### src/pacf_pkg.sv
// package for the port access control forwarding filter
package pacf_pkg;
  localparam int unsigned NUM_PORTS      = 12;
  localparam int unsigned NUM_AGGR       = 16;
  localparam int unsigned AC_W           = 4;
  localparam int unsigned QUEUE_W        = 3;
  localparam int unsigned ADDR_W         = 8;
  localparam int unsigned DATA_W         = 32;
  localparam int unsigned PORT_IDX_W     = 4;
  localparam int unsigned RSV_IDX_W      = 4;
  localparam int unsigned RSV_COUNT      = 16;
  localparam logic [47:0] RSV_MAC_BASE   = 48'h0180_C200_0000;
  localparam logic [43:0] RSV_MAC_PREFIX = 44'h0180_C200_000;
  localparam logic [RSV_IDX_W-1:0] AUTH_RSV_IDX = 4'h3;

  // register word offsets (byte address = 4 * index)
  localparam logic [ADDR_W-1:0] OFS_AGGR_MASK   = 8'h00; // 16 words
  localparam logic [ADDR_W-1:0] OFS_SRC_MASK    = 8'h10; // 12 words
  localparam logic [ADDR_W-1:0] OFS_REDIR_CFG   = 8'h20; // 12 words
  localparam logic [ADDR_W-1:0] OFS_LEARN_CFG   = 8'h30; // 12 words
  localparam logic [ADDR_W-1:0] OFS_RSV_QUEUE   = 8'h40; // 16 words
  localparam logic [ADDR_W-1:0] OFS_STATUS      = 8'h50;
  localparam logic [ADDR_W-1:0] OFS_FWD_COUNT   = 8'h51;
  localparam logic [ADDR_W-1:0] OFS_CPU_COUNT   = 8'h52;
  localparam logic [ADDR_W-1:0] OFS_DROP_COUNT  = 8'h53;

  // learn cfg field positions
  localparam int unsigned LRN_ENA_BIT  = 0;
  localparam int unsigned LRN_CPU_BIT  = 1;
  localparam int unsigned LRN_DROP_BIT = 2;
  localparam int unsigned LRN_AUTO_BIT = 3;

  localparam logic [NUM_PORTS-1:0] SRC_MASK_RESET  = 12'hFFF;
  localparam logic [NUM_PORTS-1:0] AGGR_MASK_RESET = 12'hFFF;
  localparam logic [DATA_W-1:0]    UNMAPPED_DATA   = 32'h0000_0000;

  typedef struct packed {
    logic                  valid;
    logic [PORT_IDX_W-1:0] src_port;
    logic [47:0]           dmac;
    logic [NUM_PORTS-1:0]  dest_set;
    logic [AC_W-1:0]       aggr_code;
    logic                  smac_known;
  } pacf_frame_type;

  typedef struct packed {
    logic                  valid;
    logic [NUM_PORTS-1:0]  fwd_ports;
    logic                  to_cpu;
    logic [QUEUE_W-1:0]    cpu_queue;
    logic                  learn_req;
    logic                  dropped;
  } pacf_verdict_type;
endpackage : pacf_pkg

### src/pacf_filter.sv
// forwarding filter for port and address based network access control
//
// Design decisions made here: strobed register access and the placing of the registers.
`timescale 1ns/10ps
`default_nettype none
module pacf_filter
  import pacf_pkg::*;
(
  input  wire logic              CORE_CLK,
  input  wire logic              RESETN,
  input  wire logic [ADDR_W-1:0] REG_ADDR,
  input  wire logic [DATA_W-1:0] REG_WDATA,
  input  wire logic              REG_WR,
  input  wire logic              REG_RD,
  output logic      [DATA_W-1:0] REG_RDATA,
  input  wire pacf_frame_type    FRAME_IN,
  output pacf_verdict_type       VERDICT_OUT
);

  // ****************************************************************
  // configuration storage
  // ****************************************************************
  logic [NUM_PORTS-1:0] aggr_mask_reg  [NUM_AGGR];
  logic [NUM_PORTS-1:0] src_mask_reg   [NUM_PORTS];
  logic [RSV_COUNT-1:0] redir_cfg_reg  [NUM_PORTS];
  // learn cfg holds the enable, cpu copy, drop and auto bits
  localparam int unsigned LRN_CFG_W = LRN_AUTO_BIT + 1;
  logic [LRN_CFG_W-1:0] learn_cfg_reg  [NUM_PORTS];
  logic [QUEUE_W-1:0]   rsv_queue_reg  [RSV_COUNT];
  logic [DATA_W-1:0]    fwd_count_reg;
  logic [DATA_W-1:0]    cpu_count_reg;
  logic [DATA_W-1:0]    drop_count_reg;
  logic [DATA_W-1:0]    rdata_next;

  // true when addr falls in a table of n words starting at base
  function automatic logic in_table(input logic [ADDR_W-1:0] addr,
                                    input logic [ADDR_W-1:0] base,
                                    input int unsigned n);
    in_table = (addr >= base) && (32'(addr) < 32'(base) + n);
  endfunction : in_table

  function automatic logic [PORT_IDX_W-1:0] tbl_idx(input logic [ADDR_W-1:0] addr,
                                                    input logic [ADDR_W-1:0] base);
    logic [ADDR_W-1:0] diff;
    diff = addr - base;
    tbl_idx = diff[PORT_IDX_W-1:0];
  endfunction : tbl_idx

  // ****************************************************************
  // register address decode
  // ****************************************************************
  // table hits for the write side; the tables never overlap,
  // so at most one of them is high for any address
  logic hit_aggr;
  logic hit_src;
  logic hit_redir;
  logic hit_learn;
  logic hit_queue;

  assign hit_aggr  = in_table(REG_ADDR, OFS_AGGR_MASK, NUM_AGGR);
  assign hit_src   = in_table(REG_ADDR, OFS_SRC_MASK, NUM_PORTS);
  assign hit_redir = in_table(REG_ADDR, OFS_REDIR_CFG, NUM_PORTS);
  assign hit_learn = in_table(REG_ADDR, OFS_LEARN_CFG, NUM_PORTS);
  assign hit_queue = in_table(REG_ADDR, OFS_RSV_QUEUE, RSV_COUNT);

  // ****************************************************************
  // configuration writes
  // ****************************************************************
  // aggregation masks; a bit cleared in every entry shuts a port out
  always_ff @(posedge CORE_CLK or negedge RESETN)
  begin
    if (!RESETN)
    begin
      for (int i = 0; i < NUM_AGGR; i++)
        aggr_mask_reg[i] <= AGGR_MASK_RESET;
    end
    else if (REG_WR && hit_aggr)
    begin
      aggr_mask_reg[tbl_idx(REG_ADDR, OFS_AGGR_MASK)] <= REG_WDATA[NUM_PORTS-1:0];
    end
  end

  // source masks; all zeros keeps a port's frames at home
  always_ff @(posedge CORE_CLK or negedge RESETN)
  begin
    if (!RESETN)
    begin
      for (int i = 0; i < NUM_PORTS; i++)
        src_mask_reg[i] <= SRC_MASK_RESET;
    end
    else if (REG_WR && hit_src)
    begin
      src_mask_reg[tbl_idx(REG_ADDR, OFS_SRC_MASK)] <= REG_WDATA[NUM_PORTS-1:0];
    end
  end

  // reserved address redirect enables, one bit per reserved index
  always_ff @(posedge CORE_CLK or negedge RESETN)
  begin
    if (!RESETN)
    begin
      for (int i = 0; i < NUM_PORTS; i++)
        redir_cfg_reg[i] <= '0;
    end
    else if (REG_WR && hit_redir)
    begin
      redir_cfg_reg[tbl_idx(REG_ADDR, OFS_REDIR_CFG)] <= REG_WDATA[RSV_COUNT-1:0];
    end
  end

  // per port learn settings
  always_ff @(posedge CORE_CLK or negedge RESETN)
  begin
    if (!RESETN)
    begin
      for (int i = 0; i < NUM_PORTS; i++)
        learn_cfg_reg[i] <= '0;
    end
    else if (REG_WR && hit_learn)
    begin
      learn_cfg_reg[tbl_idx(REG_ADDR, OFS_LEARN_CFG)] <= REG_WDATA[LRN_CFG_W-1:0];
    end
  end

  // cpu queue per reserved index
  always_ff @(posedge CORE_CLK or negedge RESETN)
  begin
    if (!RESETN)
    begin
      for (int i = 0; i < RSV_COUNT; i++)
        rsv_queue_reg[i] <= '0;
    end
    else if (REG_WR && hit_queue)
    begin
      rsv_queue_reg[tbl_idx(REG_ADDR, OFS_RSV_QUEUE)] <= REG_WDATA[QUEUE_W-1:0];
    end
  end

  // ****************************************************************
  // frame decision
  // ****************************************************************
  logic [PORT_IDX_W-1:0] sp;
  logic                  port_ok;
  logic                  is_rsv;
  logic [RSV_IDX_W-1:0]  rsv_idx;
  logic                  redirect;
  logic                  lrn_ena;
  logic                  lrn_cpu;
  logic                  lrn_drop;
  logic                  lrn_auto;
  logic                  unknown;
  logic [NUM_PORTS-1:0]  fwd_set;
  pacf_verdict_type      verdict_next;

  assign sp       = FRAME_IN.src_port;
  assign port_ok  = 32'(sp) < NUM_PORTS;
  assign is_rsv   = FRAME_IN.dmac[47:4] == RSV_MAC_PREFIX;
  assign rsv_idx  = FRAME_IN.dmac[RSV_IDX_W-1:0];

  always_comb
  begin
    verdict_next = '0;
    redirect = 1'b0;
    lrn_ena  = 1'b0;
    lrn_cpu  = 1'b0;
    lrn_drop = 1'b0;
    lrn_auto = 1'b0;
    fwd_set  = '0;
    unknown  = 1'b0;
    if (FRAME_IN.valid && port_ok)
    begin
      verdict_next.valid = 1'b1;
      lrn_ena  = learn_cfg_reg[sp][LRN_ENA_BIT];
      lrn_cpu  = learn_cfg_reg[sp][LRN_CPU_BIT];
      lrn_drop = learn_cfg_reg[sp][LRN_DROP_BIT];
      lrn_auto = learn_cfg_reg[sp][LRN_AUTO_BIT];
      // reserved address redirect, checked before any mask
      redirect = is_rsv && redir_cfg_reg[sp][rsv_idx];
      unknown  = !FRAME_IN.smac_known;
      // final set through aggregation and source masks
      fwd_set = FRAME_IN.dest_set & aggr_mask_reg[FRAME_IN.aggr_code] & src_mask_reg[sp];
      if (redirect)
      begin
        verdict_next.to_cpu    = 1'b1;
        verdict_next.cpu_queue = rsv_queue_reg[rsv_idx];
      end
      else if (unknown && lrn_ena && !lrn_auto)
      begin
        // unknown source forwarded only if drop bit clear; copy to cpu only if enabled
        verdict_next.to_cpu    = lrn_cpu;
        verdict_next.learn_req = lrn_cpu;
        verdict_next.cpu_queue = rsv_queue_reg[AUTH_RSV_IDX];
        verdict_next.fwd_ports = lrn_drop ? '0 : fwd_set;
        verdict_next.dropped   = !lrn_cpu && lrn_drop;
      end
      else
      begin
        verdict_next.fwd_ports = fwd_set;
        verdict_next.learn_req = unknown && lrn_ena && lrn_auto;
        verdict_next.dropped   = (fwd_set == '0);
      end
    end
  end

  // ****************************************************************
  // verdict register
  // ****************************************************************
  // verdict stands for exactly one cycle after its frame
  always_ff @(posedge CORE_CLK or negedge RESETN)
  begin
    if (!RESETN)
      VERDICT_OUT <= '0;
    else
      VERDICT_OUT <= verdict_next;
  end

  // ****************************************************************
  // statistics
  // ****************************************************************
  // counters wrap silently; software reads them as running totals
  function automatic logic [DATA_W-1:0] bump(input logic [DATA_W-1:0] value);
    bump = value + 32'h0000_0001;
  endfunction : bump

  // frames that left for at least one port
  always_ff @(posedge CORE_CLK or negedge RESETN)
  begin
    if (!RESETN)
      fwd_count_reg <= '0;
    else if (verdict_next.valid && verdict_next.fwd_ports != '0)
      fwd_count_reg <= bump(fwd_count_reg);
  end

  // frames handed to the cpu, redirected or as learn copies
  always_ff @(posedge CORE_CLK or negedge RESETN)
  begin
    if (!RESETN)
      cpu_count_reg <= '0;
    else if (verdict_next.to_cpu)
      cpu_count_reg <= bump(cpu_count_reg);
  end

  // frames flagged dropped: empty forward set outside the redirect and learn paths, or learn drop bit set without cpu copy
  always_ff @(posedge CORE_CLK or negedge RESETN)
  begin
    if (!RESETN)
      drop_count_reg <= '0;
    else if (verdict_next.dropped)
      drop_count_reg <= bump(drop_count_reg);
  end

  // ****************************************************************
  // register read
  // ****************************************************************
  always_comb
  begin
    rdata_next = UNMAPPED_DATA;
    if (in_table(REG_ADDR, OFS_AGGR_MASK, NUM_AGGR))
      rdata_next = DATA_W'(aggr_mask_reg[tbl_idx(REG_ADDR, OFS_AGGR_MASK)]);
    else if (in_table(REG_ADDR, OFS_SRC_MASK, NUM_PORTS))
      rdata_next = DATA_W'(src_mask_reg[tbl_idx(REG_ADDR, OFS_SRC_MASK)]);
    else if (in_table(REG_ADDR, OFS_REDIR_CFG, NUM_PORTS))
      rdata_next = DATA_W'(redir_cfg_reg[tbl_idx(REG_ADDR, OFS_REDIR_CFG)]);
    else if (in_table(REG_ADDR, OFS_LEARN_CFG, NUM_PORTS))
      rdata_next = DATA_W'(learn_cfg_reg[tbl_idx(REG_ADDR, OFS_LEARN_CFG)]);
    else if (in_table(REG_ADDR, OFS_RSV_QUEUE, RSV_COUNT))
      rdata_next = DATA_W'(rsv_queue_reg[tbl_idx(REG_ADDR, OFS_RSV_QUEUE)]);
    else if (REG_ADDR == OFS_STATUS)
      rdata_next = DATA_W'({VERDICT_OUT.dropped, VERDICT_OUT.to_cpu, VERDICT_OUT.valid});
    else if (REG_ADDR == OFS_FWD_COUNT)
      rdata_next = fwd_count_reg;
    else if (REG_ADDR == OFS_CPU_COUNT)
      rdata_next = cpu_count_reg;
    else if (REG_ADDR == OFS_DROP_COUNT)
      rdata_next = drop_count_reg;
  end

  always_ff @(posedge CORE_CLK or negedge RESETN)
  begin
    if (!RESETN)
      REG_RDATA <= '0;
    else if (REG_RD)
      REG_RDATA <= rdata_next;
    else
      REG_RDATA <= '0;
  end

endmodule : pacf_filter
`default_nettype wire

### config.mk
export PLATFORM = sky130hd
export DESIGN_NAME = pacf_filter
export DESIGN_NICKNAME = d
export VERILOG_FILES = /design/src/pacf_pkg.sv /design/src/pacf_filter.sv
export SDC_FILE = /design/constraint.sdc
export NUM_CORES = 1
export LEC_CHECK = 0
export BUFFER_PORTS_ARGS = -buffer_cell sky130_fd_sc_hd__buf_2
export CORE_ASPECT_RATIO = 1.25
export CORE_MARGIN = 1
export CORE_UTILIZATION = 55
export CTS_BUF_LIST = sky130_fd_sc_hd__clkbuf_4
export CTS_CLUSTER_SIZE = 12
export DETAILED_ROUTE_END_ITERATION = 8
export GPL_TIMING_DRIVEN = 0
export PLACE_DENSITY = 0.77
export RECOVER_POWER = 50
export SYNTH_ARGS = -nofsm -noshare
export SYNTH_HDL_FRONTEND = slang
export SYNTH_SLANG_ARGS = --single-unit
### constraint.sdc
create_clock -name CORE_CLK -period 3.56 [get_ports CORE_CLK]
set_clock_uncertainty 0.2 [all_clocks]
set_input_delay 0.356 -clock CORE_CLK [delete_from_list [all_inputs] [get_ports CORE_CLK]]
set_output_delay 0.356 -clock CORE_CLK [all_outputs]
set_load 0.02 [all_outputs]
==> impl_metrics.csv, run 1 <==
group,metric,value,unit
clock_tree,cts_tree,"built",
timing,rsz0062_at_grt,"true",
yosys,synthArstFlopShare,100,%
clock_tree,clk_pin_slew,0.06,ns
critical_path,worstSetupPathType,"in2reg",
clock_tree,clock_sinks,771,
place,portBuffers,127,
route,ant_nets,0,
timing,min_period_over_period,104,%
yosys,ys_warn_count,0,
timing,achievable-frequency,0.271,GHz
run_status,outcome,"complete, but fails checks",
route,vias,30500,
floorplanning,io_pins,165,
floorplanning,core_region_area,73300,sq um
yosys,syn_inst,2938,
worst_hold_path,hold_path.class,"in2reg",
yosys,synth_nets,3055,
floorplanning,start_util,55.7,%
global_route,grt_pass1_wl,206000,um
critical_path,ff2ff_setup_slack,-0.11,ns
worst_hold_path,holdPathEnd,"VERDICT_OUT[7]",
timing,finalHoldViolCount,0,
critical_path,cp.required,4.34,ns
critical_path,timing.rr.start,"aggr_mask_reg[27]",
clock_tree,cts_max_path_buffers,3,
floorplanning,die_w,246,um
route,routed.top_layer,"met5",
route,route.met3.wl,15600,um
flow_run,max-cap-violations,2,
clock_tree,root_buffer,"clkbuf_4",
route,wl_per_cell,31.9,um
critical_path,rr_endpoint,"drop_count_reg[1]",
route,drc,0,
cells_and_area,final_cell_mix,"mux2_2, dfrtp_1, dfstp_2",
cells_and_area,syn2layout_area_growth,13.8,%
clock_tree,cts_max_level,4,
global_route,grt_max_degree,131,
critical_path,startpoint_type,"primary input",
cells_and_area,nets,3457,
yosys,synth_area,40800,sq um
clock_tree,clk_latency,1.13,ns
cells_and_area,final_common_cell,"mux2_2",
timing,finalMaxSlewViolations,222,
pwr,p_leak,20.2,nW
timing,worst_slew_pin_slew,2.20,ns
critical_path,crit_path_end_kind,"register",
yosys,ys_types,67,
global_route,grt_pass1_vias,31600,
route,wl,142000,um
timing,relSlewSlack,-46.6,%
timing,setup_viol,44,
global_route,grt_usage,38.0,%
critical_path,reg2reg_depth,12,
place,placed_cells,4032,
cells_and_area,drive_gt1_share,51.0,%
place,hpwl,100000,um
pwr,power.density,419,nW/um^2
worst_hold_path,holdPathStages,4,
yosys,synth_ff_type,"dfrtp_1",
floorplanning,dieArea,75300,sq um
global_route,grt_overflow,0,
route,drtIter0Drc,3428,
clock_tree,numCtsBuffers,193,
run_status,violations,"capacitance limit, slew limit, setup timing",
pwr,total_power,19.5,mW
yosys,yosysSeqAreaShare,48.3,%
floorplanning,num_rows,111,
route,route.met2.wl,64700,um
timing,fin_crit,3.69,ns
timing,layout_setup_ws,-0.133,ns
critical_path,cp_data_arrival_time,4.48,ns
worst_hold_path,min-delay-start,"FRAME_IN[6]",
global_route,antenna_found_initial,10,
pwr,vdd_ir_drop_max,0.000340,V
cells_and_area,fin_cells,4453,
route,drt-met1-wl,49100,um
timing,whs,0.0463,ns
yosys,avgSynthCellArea,13.9,sq um
yosys,synth_edf_count,0,
route,avgViaCountPerCell,6.85,
route,drtPass1Iterations,8,
floorplanning,die_y,307,um
critical_path,cp_max_fo,10,
cells_and_area,final_util,63.3,%
place,place_congestion,1.00,
yosys,synth.ff_latch_count,771,
## power by group
group	switching, mW	internal [mW]
registers	0.319	9.26
logic	1.32	0.932
clock network	3.79	3.83
total	5.43	14.0
## cell usage after synthesis (all sizes together), types with 4 or more instances
master    n  area (sq um)
o22ai     5          31.3
a21oi    30           150
nand2   185           694
and4      4          35.0
a31oi    11          68.8
nor2b    11          68.8
nand2b    9          56.3
nand3    44           220
a22oi    56           420
o211ai    8          60.1
xor2     47           412
mux2i   129          1290
nor2     75           282
nor4     31           200
o21ai    44           220
mux2    635          7150
a222oi   33           330
nor3     45           235
nor4b     5          50.0
dfrtp   435         10900
or4       4          30.0
nand4    36           225
and3     44           275
xnor2    46           403
a221oi    8          70.1
dfstp   336          8830
and2     11          68.8
clkbuf  186           698
a211oi    5          37.5
inv      21          78.8
mux4    285          6430
buf      72           438
## cell families (layout without fill, tap and decap cells)
family / count (synthesis) / in the layout / synth area share [%]
multiplexers: 1049 / 1049 / 36.4
flip-flops: 771 / 771 / 48.3
AND/OR/NAND/NOR: 519 / 519 / 6.26
buffers and inverters: 280 / 828 / 2.99
AO/OA/AOI/OAI: 223 / 223 / 3.91
XOR/XNOR: 93 / 93 / 2.00
adder cells (fa/ha/maj): 3 / 3 / 0.0920
other: 0 / 7 / 0
## final cells by class
type | instances | area [sq um]
repair buffers | 207 | 1410
plain buffers | 257 | 1280
flip-flops and latches | 771 | 19700
diodes | 7 | 17.5
well taps | 960 | 1200
inverters | 22 | 95.1
repair inverters | 1 | 8.76
fillers | 5454 | 26900
multi-input cells | 1887 | 20300
clock inverters | 59 | 320
clock buffers | 282 | 2120
## worst max-delay path by stage
stage | from | endpoint | slack, ns | cells after the start
after global placement | RESETN | redir_cfg_reg[21] | -13.06 | 1
after CTS | aggr_mask_reg[0] | drop_count_reg[29] | 0.006 | 11
after detailed placement | FRAME_IN[67] | fwd_count_reg[13] | -2.29 | 13
after global routing | aggr_mask_reg[0] | drop_count_reg[29] | -0.11 | 11
after floorplan | FRAME_IN[65] | drop_count_reg[27] | 0.0005 | 15
final | FRAME_IN[68] | drop_count_reg[1] | -0.13 | 15
## metal layers
layer  track usage, %  up-vias
met2             56.8     2097
met4             30.1        4
li1                 -    12100
met5                0        -
met1             44.8    15700
met3             13.0      620
## what timing repair did
action                     in CTS  in global routing
pin swaps                       5                 19
buffers inserted                6                  6
setup endpoints to repair     379                169
hold buffers                   59                  0
resized for setup              54                 93
cloned                          0                  3
hold endpoints to repair      899                  0
## per-stage QoR
step | cell area, sq um | setup TNS (ns) | worst slack (ns)
after CTS | 46100 | 0 | 0.00589
after detailed placement | 42900 | -771.82 | -2.29
final | 46400 | -2.42 | -0.133
after global routing | 46400 | -4.16 | -0.109
after global placement | 42700 | -9152.09 | -13.06
after floorplan | 40800 | 0 | 0.000468
## critical path, stage by stage
cell and delay [ns]:
buf_2 0.11, buf_2 0.19, inv_1 0.42, clkbuf_1 0.79, a21oi_1 0.27, a311oi_1 0.34, nor2b_1 0.55, nand2_1 0.21
o32a_1 0.24, or3_4 0.38, buf_12 0.18, buf_12 0.15, buf_4 0.14, nand2_1 0.07, nand2_1 0.06
No activity file was read; power rests on OpenSTA's default activity.
==> run 2, diff against run 1 <==
- CORE_MARGIN: 1 -> 2
- HOLD_SLACK_MARGIN: default -> 0.08
- clock period: 3.56 -> 3.62 ns (I/O delays scaled with it)
==> run 2 against run 1 <==
The flow still finishes with violations (capacitance limit, slew limit, setup timing); power decreased by 1.9%; sequential share of layout area fell by 0.20 points; register-to-register slack got worse by 0.06 ns; first-iteration DRC count is 3.4% higher; clock power shrank 2%; sequential power down 2%; worst setup slack got worse by 0.11 ns; utilization grew 0.17 points; routed wire length fell by 1.8%; non-clock buffer count is 28 higher; cell area increased by 0.47%; combinational power fell by 2%; highest routed layer unchanged.
==> impl_metrics.csv, run 2 (same netlist as run 1, synthesis figures left out) <==
group,metric,value,unit
floorplanning,io_pins,165,
route,vias,30600,
cells_and_area,multi_input_area,20200,sq um
place,portBuffers,127,
cells_and_area,fin_area,46600,sq um
critical_path,crit_path_end_kind,"register",
critical_path,cp_data_arrival_time,4.67,ns
pwr,power.density,409,nW/um^2
critical_path,startpoint_type,"primary input",
floorplanning,core_region_area,73500,sq um
floorplanning,num_rows,111,
timing,worst_slew_pin_slew,1.81,ns
critical_path,cp_common_cell,"clkbuf_1",
global_route,grt_overflow,0,
place,hpwl,96800,um
timing,min_period_over_period,107,%
global_route,grt_max_degree,137,
flow_run,max-cap-violations,3,
clock_tree,numCtsBuffers,194,
route,wl_per_cell,31.2,um
route,drtPass1Iterations,8,
clock_tree,root_buffer,"clkbuf_4",
timing,rsz0062_at_grt,"true",
worst_hold_path,hold_path.class,"in2reg",
route,avgViaCountPerCell,6.84,
timing,finalMaxSlewViolations,148,
critical_path,slowest_stage,"nor4_1",
floorplanning,dieArea,76400,sq um
cells_and_area,fin_cells,4475,
timing,setup_viol,88,
cells_and_area,final_cell_mix,"mux2_2, dfrtp_1, dfstp_2",
critical_path,cp_top_family,"buffers and inverters",
critical_path,worstSetupPathType,"in2reg",
clock_tree,cts_max_level,4,
pwr,total_power,19.1,mW
critical_path,worst-path-buf-inv,5,
cells_and_area,final_common_cell,"mux2_2",
global_route,grt_pass1_wl,203000,um
cells_and_area,register_area,19700,sq um
clock_tree,clk_latency,1.18,ns
route,wl,139000,um
place,postPlaceCellArea,42900,sq um
place,preCtsSetupSlack,-2.45,ns
place,place_congestion,0.968,
pwr,p_leak,20.4,nW
timing,layout_setup_ws,-0.247,ns
route,drtIter0Drc,3546,
route,ant_nets,0,
critical_path,cp.required,4.42,ns
critical_path,cp_max_fo,10,
timing,achievable-frequency,0.259,GHz
cells_and_area,fillers,5368,
run_status,outcome,"complete, but fails checks",
global_route,antenna_found_initial,5,
clock_tree,cts_max_path_buffers,3,
timing,whs,0.148,ns
cells_and_area,drive_gt1_share,50.7,%
global_route,grt_usage,36.9,%
critical_path,slowest_delay,1.32,ns
global_route,grt_pass1_vias,32000,
clock_tree,clk_pin_slew,0.07,ns
timing,relSlewSlack,-20.9,%
pwr,vdd_ir_drop_max,0.000328,V
floorplanning,start_util,55.6,%
clock_tree,cts_tree,"built",
place,placed_cells,4032,
timing,finalHoldViolCount,0,
cells_and_area,nets,3485,
floorplanning,die_y,309,um
timing,fin_crit,3.87,ns
route,drc,0,
critical_path,crit_path_cell_trace,"clkbuf_1 > buf_2 > clkdlybuf4s15_2 > clkbuf_2 > nor4_1 > nand2_1 > clkbuf_1 > mux2_2",
clock_tree,clock_sinks,771,
floorplanning,die_w,248,um
run_status,violations,"capacitance limit, slew limit, setup timing",
cells_and_area,syn2layout_area_growth,14.3,%
run 2: area by class of cell:
type / instances / area share, %
inverters: 22 / 0.204
plain buffers: 257 / 2.71
well taps: 960 / 2.58
flip-flops and latches: 771 / 42.3
clock buffers: 273 / 4.39
clock inverters: 62 / 0.791
diodes: 8 / 0.0429
multi-input cells: 1887 / 43.4
repair buffers: 235 / 3.65
run 2: metrics by stage:
stage / TNS (ns) / utilization, %
final: -6.72 / 63.5
after global routing: -10.38 / 63.5
after CTS: -0.438 / 63.3
after detailed placement: -756.14 / 58.3
after global placement: -9198.16 / 58.1
after floorplan: 0 / -
run 2: layer usage:
layer  vias to the layer above  share of wire, %  global-route usage [%]  routed length, um
met5                         -            0.0093                       0                 13
met4                         2               9.1                    28.0              12700
met3                       662                11                    10.9              14600
met2                      2151                46                    56.2              63900
met1                     15600                35                    44.2              48200
li1                      12200                 -                       -                  -
run 2: path summary, 6_finish.rpt:
| kind | startpoint | to | slack, ns | cells after the start |
|---|---|---|---|---|
| setup / recovery | REG_ADDR[0] | src_mask_reg[133] | -0.25 | 8 |
| max in group asynchronous | RESETN | redir_cfg_reg[169] | 0.43 | 6 |
| setup reg to reg | aggr_mask_reg[0] | drop_count_reg[9] | -0.17 | 12 |
| hold reg to reg | drop_count_reg[12] | drop_count_reg[12] | 0.29 | 1 |
| hold / removal | REG_WDATA[3] | redir_cfg_reg[3] | 0.15 | 3 |
| min in group asynchronous | RESETN | aggr_mask_reg[107] | 0.35 | 3 |
run 2: report_power, final:
part / switching [mW] / internal, mW / total (mW)
Clock: 3.82 / 3.65 / 7.47
Sequential: 0.314 / 9.11 / 9.43
Combinational: 1.27 / 0.924 / 2.20
Total: 5.41 / 13.7 / 19.1
run 2: what timing repair did:
action                                 in CTS  in global routing
cloned                                      0                  3
gates resized for setup                    68                 83
setup endpoints to repair                 335                236
pin swaps                                  19                 32
hold buffers                               81                  0
buffers inserted                           12                  6
endpoints found under the hold margin     910                  0
run 2: tightest hold or removal path: cells and delay by family:
family,cells,cell delay [ns]
buffers and inverters,2,0.84
multiplexers,1,0.20
